$ cat config.mk
export PLATFORM = sky130hd
export DESIGN_NAME = sdi_sdram_direct_interface
export DESIGN_NICKNAME = d
export VERILOG_FILES = /design/src/hw/sdi_pkg.sv /design/src/hw/sdi_sync.sv /design/src/hw/sdi_sdram_direct_interface.sv
export SDC_FILE = /design/constraint.sdc
export NUM_CORES = 1
export LEC_CHECK = 0
export BUFFER_PORTS_ARGS = -buffer_cell sky130_fd_sc_hd__buf_2
export CAP_MARGIN = 20
export CELL_PAD_IN_SITES_DETAIL_PLACEMENT = 1
export CELL_PAD_IN_SITES_GLOBAL_PLACEMENT = 2
export CORE_MARGIN = 10
export CORE_UTILIZATION = 43
export DETAILED_ROUTE_END_ITERATION = 10
export PLACE_DENSITY = 0.86
export SYNTH_ARGS = -nofsm -noshare
export SYNTH_HDL_FRONTEND = slang
export SYNTH_HIERARCHICAL = 1
export SYNTH_SLANG_ARGS = --single-unit
export TNS_END_PERCENT = 1
$ cat constraint.sdc
create_clock -name CLK_I -period 6.1 [get_ports CLK_I]
set_clock_uncertainty 0.15 [all_clocks]
set_input_delay 0.61 -clock CLK_I [delete_from_list [all_inputs] [get_ports CLK_I]]
set_output_delay 0.61 -clock CLK_I [all_outputs]
set_load 0.05 [all_outputs]
$ cat src/hw/sdi_pkg.sv
// constants shared by the sdram direct interface block
package sdi_pkg;

   // timing: core clock and bus clock half period
   localparam int unsigned SDI_CLK_PERIOD_NS = 4;
   localparam int unsigned SDI_BUS_HALF_NS = 32;
   localparam int unsigned SDI_BUS_HALF_CYC = SDI_BUS_HALF_NS / SDI_CLK_PERIOD_NS;

   // apb register byte offsets
   localparam logic [7:0] SDI_OFF_CTRL = 8'h00;
   localparam logic [7:0] SDI_OFF_ADDR = 8'h04;
   localparam logic [7:0] SDI_OFF_CMD = 8'h08;
   localparam logic [7:0] SDI_OFF_STATUS = 8'h0c;
   localparam logic [7:0] SDI_OFF_BUF = 8'h20;
   localparam int unsigned SDI_BUF_WORDS = 8;

   // sdram_control_word fields (control register)
   localparam int SDI_CTRL_TYPE_LSB = 0;
   localparam int SDI_CTRL_W32 = 3;
   localparam int SDI_CTRL_AMX_LSB = 4;
   localparam int SDI_CTRL_LITTLE = 8;
   localparam int SDI_CTRL_RATIO1 = 9;
   localparam int SDI_CTRL_CAS_LSB = 10;
   localparam logic [31:0] SDI_CTRL_RESET = 32'h0000_0408;

   // command register fields
   localparam int SDI_CMD_OP_LSB = 0;
   localparam int SDI_CMD_BE_LSB = 4;
   localparam int SDI_CMD_BURST = 8;
   localparam int SDI_CMD_AUTOPRE = 9;

   // status register fields
   localparam int SDI_ST_BUSY = 0;
   localparam int SDI_ST_REFUSED = 1;
   localparam int SDI_ST_SELF = 2;

   // memory_type_select codes
   localparam logic [2:0] SDI_TYPE_AREA3 = 3'b010;
   localparam logic [2:0] SDI_TYPE_BOTH = 3'b011;

   // address multiplex codes with {bus is 32 bits, addr_mux_select}
   localparam logic [4:0] SDI_AMX32_4M16 = 5'b1_1101;
   localparam logic [4:0] SDI_AMX32_2M16 = 5'b1_0101;
   localparam logic [4:0] SDI_AMX32_1M16 = 5'b1_0100;
   localparam logic [4:0] SDI_AMX32_512K32 = 5'b1_0111;
   localparam logic [4:0] SDI_AMX16_8M16 = 5'b0_1110;
   localparam logic [4:0] SDI_AMX16_4M16 = 5'b0_1101;
   localparam logic [4:0] SDI_AMX16_2M16 = 5'b0_0101;
   localparam int SDI_LH_PIN_32 = 12;
   localparam int SDI_LH_PIN_16 = 11;
   localparam int SDI_MUX_TOP_PIN = 16;
   localparam int SDI_UPPER_BIT = 25;
   localparam int SDI_AREA_BIT = 26;

   // burst geometry: 16 bytes per cache line transfer
   localparam logic [3:0] SDI_BEATS_32 = 4'd4;
   localparam logic [3:0] SDI_BEATS_16 = 4'd8;

   // software operations
   typedef enum logic [3:0] {
      SDI_OP_NOP = 4'h0,
      SDI_OP_REF = 4'h1,
      SDI_OP_SELF = 4'h2,
      SDI_OP_PRECHARGE_ALL_CMD = 4'h3,
      SDI_OP_READ = 4'h4,
      SDI_OP_WRITE = 4'h5,
      SDI_OP_MRS = 4'h6
   } sdi_op_e;

   // pin commands as active-high {row, column, write} strobes
   localparam logic [2:0] SDI_PIN_NOP = 3'b000;
   localparam logic [2:0] SDI_PIN_REF = 3'b110;
   localparam logic [2:0] SDI_PIN_PRECHARGE_ALL_CMD = 3'b101;
   localparam logic [2:0] SDI_PIN_BANK_ACTIVATE_CMD = 3'b100;
   localparam logic [2:0] SDI_PIN_READ = 3'b010;
   localparam logic [2:0] SDI_PIN_WRITE = 3'b011;
   localparam logic [2:0] SDI_PIN_MRS = 3'b111;

endpackage

$ cat src/hw/sdi_sync.sv
// two flip-flop synchroniser, one stage pair per bit
`timescale 1ns/1ps
module sdi_sync #(
   parameter int W = 32
) (
   // clock and reset
   input wire logic clk_i,
   input wire logic rst_n_i,
   // data
   input wire logic [W-1:0] d_i,
   output logic [W-1:0] q_o
);
   logic [W-1:0] meta;

   // first stage feeds only the second
   genvar i;
   generate
      for (i = 0; i < W; i++) begin : g_bit
         always_ff @(posedge clk_i or negedge rst_n_i) begin
            if (!rst_n_i) begin
               meta[i] <= 1'b0;
               q_o[i] <= 1'b0;
            end else begin
               meta[i] <= d_i[i];
               q_o[i] <= meta[i];
            end
         end
      end
   endgenerate
endmodule

$ cat src/hw/sdi_sdram_direct_interface.sv
// sdram direct interface: apb registers, command sequencer, address mux, pins
`timescale 1ns/1ps
module sdi_sdram_direct_interface
   import sdi_pkg::*;
#(
   parameter int unsigned BUS_HALF = SDI_BUS_HALF_CYC
) (
   // clock and reset
   input wire logic CLK_I,
   input wire logic RST_N_I,
   // apb slave
   input wire logic PSEL_I,
   input wire logic PENABLE_I,
   input wire logic PWRITE_I,
   input wire logic [7:0] PADDR_I,
   input wire logic [31:0] PWDATA_I,
   output logic [31:0] PRDATA_O,
   output logic PREADY_O,
   output logic PSLVERR_O,
   // sdram clock and control pins
   output logic BUS_CLOCK_OUT_O,
   output logic CKE_O,
   output logic AREA_TWO_SELECT_N_O,
   output logic AREA_THREE_SELECT_N_O,
   output logic ROW_STROBE_LOWER_N_O,
   output logic ROW_STROBE_UPPER_N_O,
   output logic COL_STROBE_LOWER_N_O,
   output logic COL_STROBE_UPPER_N_O,
   output logic RD_WR_O,
   output logic [3:0] BYTE_MASK_O,
   output logic [25:0] ADDR_O,
   // sdram data pins
   input wire logic [31:0] DATA_I,
   output logic [31:0] DATA_O,
   output logic DATA_OE_O
);

   generate
      if (BUS_HALF < 3) begin : g_bad_half
         $error("BUS_HALF must be at least 3 so read data clears the synchroniser");
      end
   endgenerate

   typedef enum {ST_IDLE, ST_ACT, ST_COL, ST_WAITD, ST_GAP, ST_SELF} sdi_state_e;

   // control register fields
   logic [2:0] mem_type;
   logic bus_w32;
   logic [3:0] amx;
   logic little;
   logic ratio_one;
   logic [1:0] cas_lat;
   logic [26:0] addr_reg;
   logic refused;
   // command latched from software
   logic go;
   logic [3:0] cmd_op;
   logic [3:0] cmd_be;
   logic cmd_burst;
   logic cmd_autopre;
   // sequencer
   sdi_state_e state;
   sdi_state_e next_state;
   logic [3:0] beat;
   logic [1:0] cnt;
   logic [31:0] dbuf [0:SDI_BUF_WORDS-1];
   // bus clock divider
   logic [7:0] div_cnt;
   logic tick;
   // apb helpers
   logic acc;
   logic wr;
   logic accept;
   logic cmd_ok;
   logic [31:0] next_rdata;
   logic next_err;
   logic [31:0] data_sync;
   // next pin values
   logic [2:0] next_cmd;
   logic next_both;
   logic next_cke;
   logic [25:0] next_pins;
   logic [31:0] next_dout;
   logic next_oe;
   logic next_take;
   logic capture;
   logic [3:0] beats_n;
   logic last_beat;
   logic [26:0] col_la;
   logic [2:0] off;
   logic only_lower;
   logic [3:0] dqm_lanes;

   ////////////////////////////////////////////////////////////////////////
   // apb slave: one wait state, answer from flops

   assign acc = PSEL_I & PENABLE_I & PREADY_O;
   assign wr = acc & PWRITE_I;
   // self-refresh must accept its exit command, so it is not treated as busy
   assign accept = wr & (PADDR_I == SDI_OFF_CMD) & ~go & (state == ST_IDLE || state == ST_SELF);

   // read decode for the access phase
   always_comb begin
      next_rdata = 32'h0000_0000;
      next_err = 1'b0;
      if (PADDR_I == SDI_OFF_CTRL) begin
         next_rdata = {20'h00000, cas_lat, ratio_one, little, amx, bus_w32, mem_type};
      end else if (PADDR_I == SDI_OFF_ADDR) begin
         next_rdata = {5'h00, addr_reg};
      end else if (PADDR_I == SDI_OFF_CMD) begin
         next_rdata = {22'h000000, cmd_autopre, cmd_burst, cmd_be, cmd_op};
      end else if (PADDR_I == SDI_OFF_STATUS) begin
         next_rdata = {29'h00000000, state == ST_SELF, refused,
                       go | (state != ST_IDLE && state != ST_SELF)};
      end else if (PADDR_I[7:5] == SDI_OFF_BUF[7:5] && PADDR_I[1:0] == 2'b00) begin
         next_rdata = dbuf[PADDR_I[4:2]];
      end else begin
         next_err = 1'b1; // unmapped offset
      end
   end

   // pready toggles high for one cycle after the first access cycle
   always_ff @(posedge CLK_I or negedge RST_N_I) begin
      if (!RST_N_I) begin
         PREADY_O <= 1'b0;
         PRDATA_O <= 32'h0000_0000;
         PSLVERR_O <= 1'b0;
      end else begin
         PREADY_O <= PSEL_I & PENABLE_I & ~PREADY_O;
         PRDATA_O <= (PSEL_I & PENABLE_I & ~PREADY_O & ~PWRITE_I) ? next_rdata : 32'h0000_0000;
         PSLVERR_O <= PSEL_I & PENABLE_I & ~PREADY_O & next_err;
      end
   end

   // control and address registers
   always_ff @(posedge CLK_I or negedge RST_N_I) begin
      if (!RST_N_I) begin
         mem_type <= SDI_CTRL_RESET[SDI_CTRL_TYPE_LSB +: 3];
         bus_w32 <= SDI_CTRL_RESET[SDI_CTRL_W32];
         amx <= SDI_CTRL_RESET[SDI_CTRL_AMX_LSB +: 4];
         little <= SDI_CTRL_RESET[SDI_CTRL_LITTLE];
         ratio_one <= SDI_CTRL_RESET[SDI_CTRL_RATIO1];
         cas_lat <= SDI_CTRL_RESET[SDI_CTRL_CAS_LSB +: 2];
         addr_reg <= 27'h0000000;
      end else if (wr && PADDR_I == SDI_OFF_CTRL) begin
         mem_type <= PWDATA_I[SDI_CTRL_TYPE_LSB +: 3];
         bus_w32 <= PWDATA_I[SDI_CTRL_W32];
         amx <= PWDATA_I[SDI_CTRL_AMX_LSB +: 4];
         little <= PWDATA_I[SDI_CTRL_LITTLE];
         ratio_one <= PWDATA_I[SDI_CTRL_RATIO1];
         cas_lat <= PWDATA_I[SDI_CTRL_CAS_LSB +: 2];
      end else if (wr && PADDR_I == SDI_OFF_ADDR) begin
         addr_reg <= PWDATA_I[26:0];
      end
   end

   // an access is legal only into sdram space and away from 1:1 ratio
   always_comb begin
      cmd_ok = 1'b0;
      if (mem_type == SDI_TYPE_BOTH) begin
         cmd_ok = 1'b1;
      end else if (mem_type == SDI_TYPE_AREA3) begin
         cmd_ok = addr_reg[SDI_AREA_BIT] | (PWDATA_I[SDI_CMD_OP_LSB +: 4] != SDI_OP_READ
                  && PWDATA_I[SDI_CMD_OP_LSB +: 4] != SDI_OP_WRITE);
      end
      if (ratio_one) begin
         cmd_ok = 1'b0;
      end
      if (PWDATA_I[SDI_CMD_OP_LSB +: 4] == SDI_OP_NOP) begin
         cmd_ok = 1'b1; // nop only leaves self-refresh
      end
   end

   // refused flag: a new refusal wins over a clear in the same cycle
   always_ff @(posedge CLK_I or negedge RST_N_I) begin
      if (!RST_N_I) begin
         refused <= 1'b0;
      end else if (accept && !cmd_ok) begin
         refused <= 1'b1;
      end else if (wr && PADDR_I == SDI_OFF_STATUS && PWDATA_I[SDI_ST_REFUSED]) begin
         refused <= 1'b0;
      end
   end

   ////////////////////////////////////////////////////////////////////////
   // bus clock: divided from the core clock, commands change on its fall

   always_ff @(posedge CLK_I or negedge RST_N_I) begin
      if (!RST_N_I) begin
         div_cnt <= 8'h00;
         BUS_CLOCK_OUT_O <= 1'b0;
      end else if (div_cnt == 8'(BUS_HALF - 1)) begin
         div_cnt <= 8'h00;
         BUS_CLOCK_OUT_O <= ~BUS_CLOCK_OUT_O;
      end else begin
         div_cnt <= div_cnt + 8'h01;
      end
   end
   assign tick = (div_cnt == 8'(BUS_HALF - 1)) & BUS_CLOCK_OUT_O;

   // read data pins are asynchronous to the core clock
   sdi_sync #(.W(32)) u_data_sync (
      .clk_i(CLK_I),
      .rst_n_i(RST_N_I),
      .d_i(DATA_I),
      .q_o(data_sync)
   );

   ////////////////////////////////////////////////////////////////////////
   // address multiplexer

   // returns pin values for a row or column phase
   function automatic logic [25:0] mux_pins(input logic [26:0] la, input logic is_row,
                                             input logic lh_val, input logic lh_force,
                                             input logic [4:0] sel);
      int rs;
      int top;
      int lh;
      logic [25:0] p;
      p = la[25:0];
      lh = sel[4] ? SDI_LH_PIN_32 : SDI_LH_PIN_16;
      if (sel == SDI_AMX32_4M16 || sel == SDI_AMX16_4M16 || sel == SDI_AMX32_2M16
          || sel == SDI_AMX16_2M16) begin
         rs = 9;
         top = (sel == SDI_AMX32_4M16) ? SDI_MUX_TOP_PIN : SDI_MUX_TOP_PIN - 1;
      end else if (sel == SDI_AMX16_8M16) begin
         rs = 10;
         top = SDI_MUX_TOP_PIN - 1;
      end else if (sel == SDI_AMX32_512K32) begin
         rs = 8;
         top = SDI_MUX_TOP_PIN - 2;
      end else begin
         rs = 8;
         top = sel[4] ? SDI_MUX_TOP_PIN - 1 : SDI_MUX_TOP_PIN - 2;
      end
      for (int i = 1; i <= SDI_MUX_TOP_PIN; i++) begin
         if (i > top) begin
            p[i] = 1'b0;
         end else if (i == lh && (!is_row || lh_force)) begin
            p[i] = lh_val;
         end else if (is_row || i > lh + 1) begin
            p[i] = la[i + rs];
         end else begin
            p[i] = la[i];
         end
      end
      return p;
   endfunction

   // beat geometry: 16 bytes per line, wrapping from the requested word
   assign beats_n = bus_w32 ? SDI_BEATS_32 : SDI_BEATS_16;
   assign last_beat = ~cmd_burst | (beat == beats_n - 4'd1);
   always_comb begin
      off = 3'(beat) + (bus_w32 ? {1'b0, addr_reg[3:2]} : addr_reg[3:1]);
      if (bus_w32) begin
         col_la = {addr_reg[26:4], off[1:0], addr_reg[1:0]};
      end else begin
         col_la = {addr_reg[26:4], off[2:0], addr_reg[0]};
      end
   end
   assign only_lower = ({bus_w32, amx} == SDI_AMX32_4M16) || ({bus_w32, amx} == SDI_AMX16_8M16);

   // lane enables for the endian mode, low enables the byte
   always_comb begin
      if (little) begin
         dqm_lanes = ~cmd_be;
      end else begin
         dqm_lanes = ~{cmd_be[0], cmd_be[1], cmd_be[2], cmd_be[3]};
      end
   end

   ////////////////////////////////////////////////////////////////////////
   // command sequencer

   // next command and state, evaluated at each bus clock fall
   always_comb begin
      next_cmd = SDI_PIN_NOP;
      next_both = 1'b0;
      next_cke = 1'b1;
      next_pins = ADDR_O;
      next_dout = DATA_O;
      next_oe = 1'b0;
      next_take = 1'b0;
      next_state = state;
      capture = 1'b0;
      case (state)
         ST_IDLE: begin
            if (go) begin
               next_take = 1'b1;
               if (cmd_op == SDI_OP_READ || cmd_op == SDI_OP_WRITE) begin
                  next_cmd = SDI_PIN_BANK_ACTIVATE_CMD;
                  next_pins = mux_pins(addr_reg, 1'b1, 1'b0, 1'b0, {bus_w32, amx});
                  next_state = ST_ACT;
               end else if (cmd_op == SDI_OP_REF) begin
                  next_cmd = SDI_PIN_REF;
                  next_both = 1'b1;
                  next_state = ST_GAP;
               end else if (cmd_op == SDI_OP_SELF) begin
                  next_cmd = SDI_PIN_REF;
                  next_both = 1'b1;
                  next_cke = 1'b0;
                  next_state = ST_SELF;
               end else if (cmd_op == SDI_OP_PRECHARGE_ALL_CMD) begin
                  next_cmd = SDI_PIN_PRECHARGE_ALL_CMD;
                  next_pins = mux_pins(addr_reg, 1'b1, 1'b1, 1'b1, {bus_w32, amx});
                  next_state = ST_GAP;
               end else if (cmd_op == SDI_OP_MRS) begin
                  next_cmd = SDI_PIN_MRS; // mode value comes from software
                  next_both = 1'b1;
                  next_pins = addr_reg[25:0];
                  next_state = ST_GAP;
               end
            end
         end
         ST_ACT, ST_COL: begin
            // auto-precharge only on the last beat when requested
            next_pins = mux_pins(col_la, 1'b0, cmd_autopre & last_beat, 1'b0, {bus_w32, amx});
            if (cmd_op == SDI_OP_READ) begin
               next_cmd = SDI_PIN_READ; // one datum per column command
               next_state = ST_WAITD;
            end else begin
               next_cmd = SDI_PIN_WRITE;
               next_dout = dbuf[beat[2:0]];
               next_oe = 1'b1;
               next_state = last_beat ? ST_GAP : ST_COL;
            end
         end
         ST_WAITD: begin
            if (cnt == 2'd0) begin
               capture = 1'b1;
               next_state = last_beat ? ST_IDLE : ST_COL;
            end
         end
         ST_GAP: begin
            next_state = ST_IDLE;
         end
         ST_SELF: begin
            next_cke = 1'b0;
            if (go) begin
               next_take = 1'b1;
               next_cke = 1'b1;
               next_state = ST_IDLE;
            end
         end
         default: begin
            next_state = ST_IDLE;
         end
      endcase
   end

   // state, beat and latency counters, command latch
   always_ff @(posedge CLK_I or negedge RST_N_I) begin
      if (!RST_N_I) begin
         state <= ST_IDLE;
         go <= 1'b0;
         beat <= 4'h0;
         cnt <= 2'd0;
         cmd_op <= 4'h0;
         cmd_be <= 4'h0;
         cmd_burst <= 1'b0;
         cmd_autopre <= 1'b0;
      end else begin
         if (accept && cmd_ok && (state != ST_SELF || PWDATA_I[3:0] == SDI_OP_NOP)) begin
            go <= 1'b1;
            cmd_op <= PWDATA_I[SDI_CMD_OP_LSB +: 4];
            cmd_be <= PWDATA_I[SDI_CMD_BE_LSB +: 4];
            cmd_burst <= PWDATA_I[SDI_CMD_BURST];
            cmd_autopre <= PWDATA_I[SDI_CMD_AUTOPRE];
         end else if (tick && next_take) begin
            go <= 1'b0;
         end
         if (tick) begin
            state <= next_state;
            if (state == ST_IDLE) begin
               beat <= 4'h0;
            end else if ((state == ST_COL || state == ST_ACT) && cmd_op == SDI_OP_WRITE) begin
               beat <= beat + 4'h1;
            end else if (capture) begin
               beat <= beat + 4'h1;
            end
            if (state == ST_ACT || state == ST_COL) begin
               cnt <= cas_lat; // data lags the read by the cas latency
            end else if (cnt != 2'd0) begin
               cnt <= cnt - 2'd1;
            end
         end
      end
   end

   // data buffer: software access and read capture
   always_ff @(posedge CLK_I) begin
      if (tick && capture) begin
         dbuf[beat[2:0]] <= bus_w32 ? data_sync : {16'h0000, data_sync[15:0]};
      end else if (wr && PADDR_I[7:5] == SDI_OFF_BUF[7:5]) begin
         dbuf[PADDR_I[4:2]] <= PWDATA_I;
      end
   end

   ////////////////////////////////////////////////////////////////////////
   // pin registers, updated on the bus clock fall

   always_ff @(posedge CLK_I or negedge RST_N_I) begin
      if (!RST_N_I) begin
         CKE_O <= 1'b1;
         AREA_TWO_SELECT_N_O <= 1'b1;
         AREA_THREE_SELECT_N_O <= 1'b1;
         ROW_STROBE_LOWER_N_O <= 1'b1;
         ROW_STROBE_UPPER_N_O <= 1'b1;
         COL_STROBE_LOWER_N_O <= 1'b1;
         COL_STROBE_UPPER_N_O <= 1'b1;
         RD_WR_O <= 1'b1;
         BYTE_MASK_O <= 4'hf;
         ADDR_O <= 26'h0000000;
         DATA_O <= 32'h0000_0000;
         DATA_OE_O <= 1'b0;
      end else if (tick) begin
         CKE_O <= next_cke;
         // selects only frame real commands, nop leaves the chips deaf
         AREA_TWO_SELECT_N_O <= ~((next_cmd != SDI_PIN_NOP) && mem_type == SDI_TYPE_BOTH
                                  && (next_both || !addr_reg[SDI_AREA_BIT]));
         AREA_THREE_SELECT_N_O <= ~((next_cmd != SDI_PIN_NOP)
                                    && (next_both || addr_reg[SDI_AREA_BIT]));
         ROW_STROBE_LOWER_N_O <= ~(next_cmd[2] && (next_both || only_lower
                                  || !addr_reg[SDI_UPPER_BIT]));
         ROW_STROBE_UPPER_N_O <= ~(next_cmd[2] && (next_both || (!only_lower
                                  && addr_reg[SDI_UPPER_BIT])));
         COL_STROBE_LOWER_N_O <= ~(next_cmd[1] && (next_both || only_lower
                                  || !addr_reg[SDI_UPPER_BIT]));
         COL_STROBE_UPPER_N_O <= ~(next_cmd[1] && (next_both || (!only_lower
                                  && addr_reg[SDI_UPPER_BIT])));
         RD_WR_O <= ~next_cmd[0]; // low marks a write, a precharge-all or a mode register set
         // reads fetch the whole bus width, writes only enabled bytes
         if (next_cmd == SDI_PIN_WRITE) begin
            BYTE_MASK_O <= bus_w32 ? dqm_lanes : {2'b11, dqm_lanes[1:0]};
         end else begin
            BYTE_MASK_O <= bus_w32 ? 4'h0 : 4'hc;
         end
         ADDR_O <= next_pins;
         DATA_O <= next_dout;
         DATA_OE_O <= next_oe;
      end
   end

endmodule

### Word level (Yosys, flattened, before mapping)

Memories as Yosys holds them, arrays and structs flattened. A register that Yosys moved wholly into a read port is not among the register bits.
Cells that the tools add are included.

* bits in registers: 235
* memory bits (writable): 256
* input port bits: 77
* logic and storage cells: 764
* memories: 1

* $add $sub $neg: 54
* $lt $le $gt $ge: 112
* eq/ne operators: 54
* muxes and demuxes: 354
* bitwise logic cells: 30
* reduce and logical (&&, ||, !) cells: 63

Memories
* dbuf: depth 8, width 32, rd ports 2, clocked after Yosys merged registers in 1, wr ports 1, RTL line sdi_sdram_direct_interface.sv:66 `logic [31:0] dbuf [0:SDI_BUF_WORDS-1];`

Operators with widths (number)
* 32-bit by 7-bit less-than comparator with 1-bit output, second input constant: 48
* 32-bit two-way mux: 38
* 5-bit by 32-bit greater-than comparator with 1-bit output, first input constant: 32
* 5-bit by 32-bit adder with 32-bit output, first input constant: 24
* 4-bit by 32-bit greater-than comparator with 1-bit output, first input constant: 16
* 4-bit by 32-bit adder with 32-bit output, first input constant: 12
* 3-bit by 32-bit greater-than comparator with 1-bit output, first input constant: 8
* 1-bit binary-select mux with 5-bit select: 48
* 1-bit two-way mux: 232
* 3-bit by 32-bit adder with 32-bit output, first input constant: 6
* 26-bit two-way mux: 6
* 2-bit by 32-bit greater-than comparator with 1-bit output, first input constant: 4
* 32-bit case mux with 4 select lines: 1
* 2-bit by 32-bit adder with 32-bit output, first input constant: 3
* 6-bit by 32-bit adder with 32-bit output, first input constant: 3
* 32-bit by 2-bit equality test with 1-bit output, second input constant: 3
* 6-bit by 32-bit greater-than comparator with 1-bit output, first input constant: 3
* 32-bit by 3-bit equality test with 1-bit output, second input constant: 2
* 32-bit logical NOT: 2
* 26-bit case mux with 2 select lines: 1
* 4-bit two-way mux: 9
* 3-bit two-way mux: 11
* 32-bit by 1-bit equality test with 1-bit output, second input constant: 1
* 32-bit by 4-bit equality test with 1-bit output, second input constant: 1
* 53 further kinds: 153

### Depth between registers and ports, before layout

* depth in word-level cells: 23
* mapped depth: 10

### By module

The synthesis kept the hierarchy.

By module, submodules not included
* sdi_sdram_direct_interface: times used 1, cells each 1387, area each 19977.9 µm², seq. area each 12059.1 µm²
* sdi_sync: times used 1, cells each 64, area each 1601.5 µm², seq. area each 1601.5 µm²

### Worst setup path after synthesis

OpenSTA, ideal clock, no wires.

* path type: register to register
* start: register BUS_CLOCK_OUT_O
* end: memory dbuf[0][0], enable pin
* library setup time: 0.511 ns
* data arrival time: 5.121 ns
* data required time: 5.439 ns
* slack: 0.319 ns
* cell stages (with the launch flop): 5
* buffers on the path: 1
* cells stage by stage: dfrtp_1 or4b_4 or4_1 buf_2 o41ai_1

* word-level cells in the longest chain between the ends: 6
* elaborated cells on any way between the ends: 9
* those cells by class: mux: 6; bitwise: 1; reduce/logical: 2

RTL lines
* from (decl): RTL line sdi_sdram_direct_interface.sv:21 `output logic BUS_CLOCK_OUT_O,`
* from (signal assigned): RTL line sdi_sdram_direct_interface.sv:194 `BUS_CLOCK_OUT_O <= ~BUS_CLOCK_OUT_O;`
* 1-bit AND *: RTL line sdi_sdram_direct_interface.sv:199 `assign tick = (div_cnt == 8'(BUS_HALF - 1)) & BUS_CLOCK_OUT_O;`
* 1-bit logical AND *: RTL line sdi_sdram_direct_interface.sv:392 `if (tick && capture) begin`
* 1-bit two-way mux: RTL line sdi_sdram_direct_interface.sv:392
* 1-bit two-way mux (implied by the code): RTL line sdi_sdram_direct_interface.sv:395 `dbuf[PADDR_I[4:2]] <= PWDATA_I;`
* 32-bit OR reduction (no source line)
* 3-bit two-way mux (no source line) / 1-bit two-way mux (equally long branches)
* to (decl): RTL line sdi_sdram_direct_interface.sv:66

Mark *: on every way between the ends. The rest lies on a longest branch, timed or not.

### Final worst setup path

* start: register div_cnt[3]
* end: memory dbuf[6][13], enable pin

* word-level cells in the longest chain between the ends: 7
* elaborated cells on any way between the ends: 10
* those cells by class: eq/ne: 1; mux: 6; bitwise: 1; reduce/logical: 2

RTL lines
* from (decl): RTL line sdi_sdram_direct_interface.sv:68 `logic [7:0] div_cnt;`
* from (signal assigned): RTL line sdi_sdram_direct_interface.sv:196 `div_cnt <= div_cnt + 8'h01;`
* 8-bit by 3-bit equality test with 1-bit output *: RTL line sdi_sdram_direct_interface.sv:199
* 1-bit AND *: RTL line sdi_sdram_direct_interface.sv:199
* 1-bit logical AND *: RTL line sdi_sdram_direct_interface.sv:392
* 1-bit two-way mux: RTL line sdi_sdram_direct_interface.sv:392
* 1-bit two-way mux (implied by the code): RTL line sdi_sdram_direct_interface.sv:395
* 32-bit OR reduction (no source line)
* 3-bit two-way mux (no source line) / 1-bit two-way mux (equally long branches)

Marks and branches as above.

==> metrics.cfg <==
[logic_synthesis]
synthMostInstantiatedCell = edfxtp_1
synth-edff-count = 256
synth.distinct_cells = 71
synth.top_cell.area_share_pct = 35.6
ys_warn_count = 6
syn_area_per_cell_um2 = 14.9
syn_nets = 1533
ys_top_cells_by_count = edfxtp_1 (256), dfrtp_1 (224), nand2_1 (143)
synth.area.top_cells = edfxtp_1 (36%), dfrtp_1 (26%), mux4_2 (13%), mux2_2 (4.2%), nand2_1 (2.5%)
ys.flop_type = edfxtp_1
yosys.area.top_type = edfxtp_1
synth_cells = 1451
ys_ff_latch = 494
ys_seq_area_share_pct = 63.3
async_flop_share_pct = 48.2
synth_area_um2 = 21600

[setup_path]
reg2reg_slack_ns = 2.32
regToRegEndpoint = dbuf[6][13]
rr_worst_depth = 4
critPathSlowestCell = or4_1
critPathLaunchType = flop
cp.required_ns = 6.19
worst-setup-path-type = reg2reg
critPathMaxStageDelay_ns = 0.86
worstSetupEndpointType = flop
crit_path_cell_trace = or4b_4 -> or4_1 -> o41ai_2 -> buf_4
r2r_start = div_cnt[3]
crit_arrival_ns = 3.87
crit_fanout = 27

[sta]
finalSetupViolCount = 0
hold_viol = 0
max_slew_margin_pct = 31.1
fmax_mhz = 265
timing.hold.ws_ns = 0.125
drv_slew = 0
tightest_slew_ns = 1.03
period_share_pct = 61.9
tns_ns = 0
rsz0062_at_grt = false
min_period_ns = 3.78

[global_route]
grt_pass1_wl_mm = 99.1
antenna_found_initial = 2
overflow = 0
grt_start_max_net_pins = 132
grt_usage_pct = 21.9
grt_pass1_vias = 15300

[flow_run]
maxCapViolations = 0

[die]
fp-row-count = 82
die_h_um = 244
die_x_um = 244
core_um2 = 49900
start_util_pct = 43.3
pin_count = 183
fp.dieArea_um2 = 59500

[power_and_ir_drop]
pwr-share-clk_pct = 44.8
power_uw = 6820
comb_power_share_pct = 3.3
p_seq_share_pct = 51.8
p_sw_uw = 1500
p_leak_uw = 0.0101
power.density_nw_per_um2 = 270
ir_drop_mv = 0.221
intPower_uw = 5320
swShare_pct = 22.0

[drt]
routedWlPerCell_um = 27.4
viasPerCell = 5.87
firstDrtPassIters = 5
num_vias = 14000
routed_wl_mm = 65.1
final_antenna_net_count = 0
drc = 0
drt_iter0_markers = 1109

[final_layout]
fin_nets = 1740
syn2layout_area_growth_pct = 17.1
fillers = 4947
drive_gt1_share_pct = 31.9
largest_register_ffs = 256

[placement]
port_buffers = 182
dp_hpwl_mm = 43.0
gp_congestion = 0.874

[clocking]
insertion_delay_ns = 0.61
cts_resized = 0
path_clk_slew_ns = 0.06
cts_sinks = 494
cts_setup_buffers = 0
tritoncts = yes
clockBufferDepth = 3
cts_hold_buf = 33
cts.root.buffer_cell = clkbuf_16
htreeDepth = 2
cts_made_buffers = 52

[min_path]
hold_class = in2reg
hold_path_depth = 2
min-delay-start = PWDATA_I[14]
min_to = addr_reg[14]

[status]
status = completed

## power by group through the flow
stage                     clock network [µW]  logic [µW]  registers (µW)
final                                   3060         227            3540
after global routing                    3270         247            3540
after CTS                               3120         231            3540
after detailed placement                   0         213            3600
after global placement                     0         208            3600
after floorplan                            0        94.8            3600
## cells in the final DEF (no fill, tap or decap), drive strengths merged, types with 11 or more instances in the layout
master       instances
a21oi               40
a31oi               49
buf                212
clkbuf              67
clkinv              28
dfrtp              224
dfstp               14
dlygate4sd3         33
edfxtp             256
inv                 21
mux2                80
mux2i               39
mux4               129
nand2              143
nand3               17
nor2               105
nor2b               11
o21ai               58
o22ai               17
## cells by family after synthesis
kind of cell | synth area share, %
flip-flops | 63.3
AND/OR/NAND/NOR | 7.21
multiplexers | 19.4
AO/OA/AOI/OAI | 7.00
buffers and inverters | 2.18
XOR/XNOR | 0.528
adder cells (fa/ha/maj) | 0.325
## area by class of cell
| type | count | area [µm²] | share of cell area (%) |
|---|---|---|---|
| antenna | 1 | 2.50 | 0.00991 |
| clock buffer | 63 | 1350 | 5.35 |
| clock inverter | 35 | 277 | 1.09 |
| inverter | 20 | 75.1 | 0.297 |
| multi-input combinational | 841 | 7520 | 29.8 |
| sequential | 494 | 13700 | 54.1 |
| tap | 672 | 841 | 3.33 |
| timing repair buffer | 249 | 1530 | 6.05 |
## layer usage
| metal | track usage [%] | vias up | share of wire, % |
|---|---|---|---|
| li1 | - | 5971 | - |
| met1 | 27.8 | 7422 | 40 |
| met2 | 37.0 | 446 | 50 |
| met3 | 3.66 | 113 | 5.9 |
| met4 | 8.35 | 0 | 3.5 |
| met5 | 0 | - | 0 |
## how the worst max path moves through the flow
| stage | startpoint | to | slack (ns) | depth (start not counted) |
|---|---|---|---|---|
| after global routing | div_cnt[3] | dbuf[3][17] | 2.19 | 4 |
| after CTS | div_cnt[3] | dbuf[0][17] | 2.05 | 4 |
| final | div_cnt[3] | dbuf[6][13] | 2.32 | 4 |
| after global placement | div_cnt[3] | dbuf[0][23] | 2.20 | 4 |
| after floorplan | BUS_CLOCK_OUT_O | dbuf[0][0] | 0.32 | 4 |
| after detailed placement | div_cnt[3] | dbuf[0][23] | 2.06 | 4 |
## critical path, delay by kind of cell, from the launching register on
kind | cells | cell delay [ns]
AND/OR/NAND/NOR | 2 | 1.44
AO/OA/AOI/OAI | 1 | 0.76
buffers and inverters | 1 | 0.59
flip-flops | 1 | 0.44
## metrics by stage
step | instance area, µm² | setup WS, ns | instances | util [%]
detailed placement | 23200 | 2.06 | 2236 | 46.6
floorplan | 21600 | 0.319 | 1451 | -
CTS | 25200 | 2.05 | 2367 | 50.5
global route | 25300 | 2.19 | 2374 | 50.7
finish | 25300 | 2.32 | 2375 | 50.7
global placement | 23200 | 2.20 | 2235 | 46.6
Note: power is estimated with default switching activity, not from simulation.
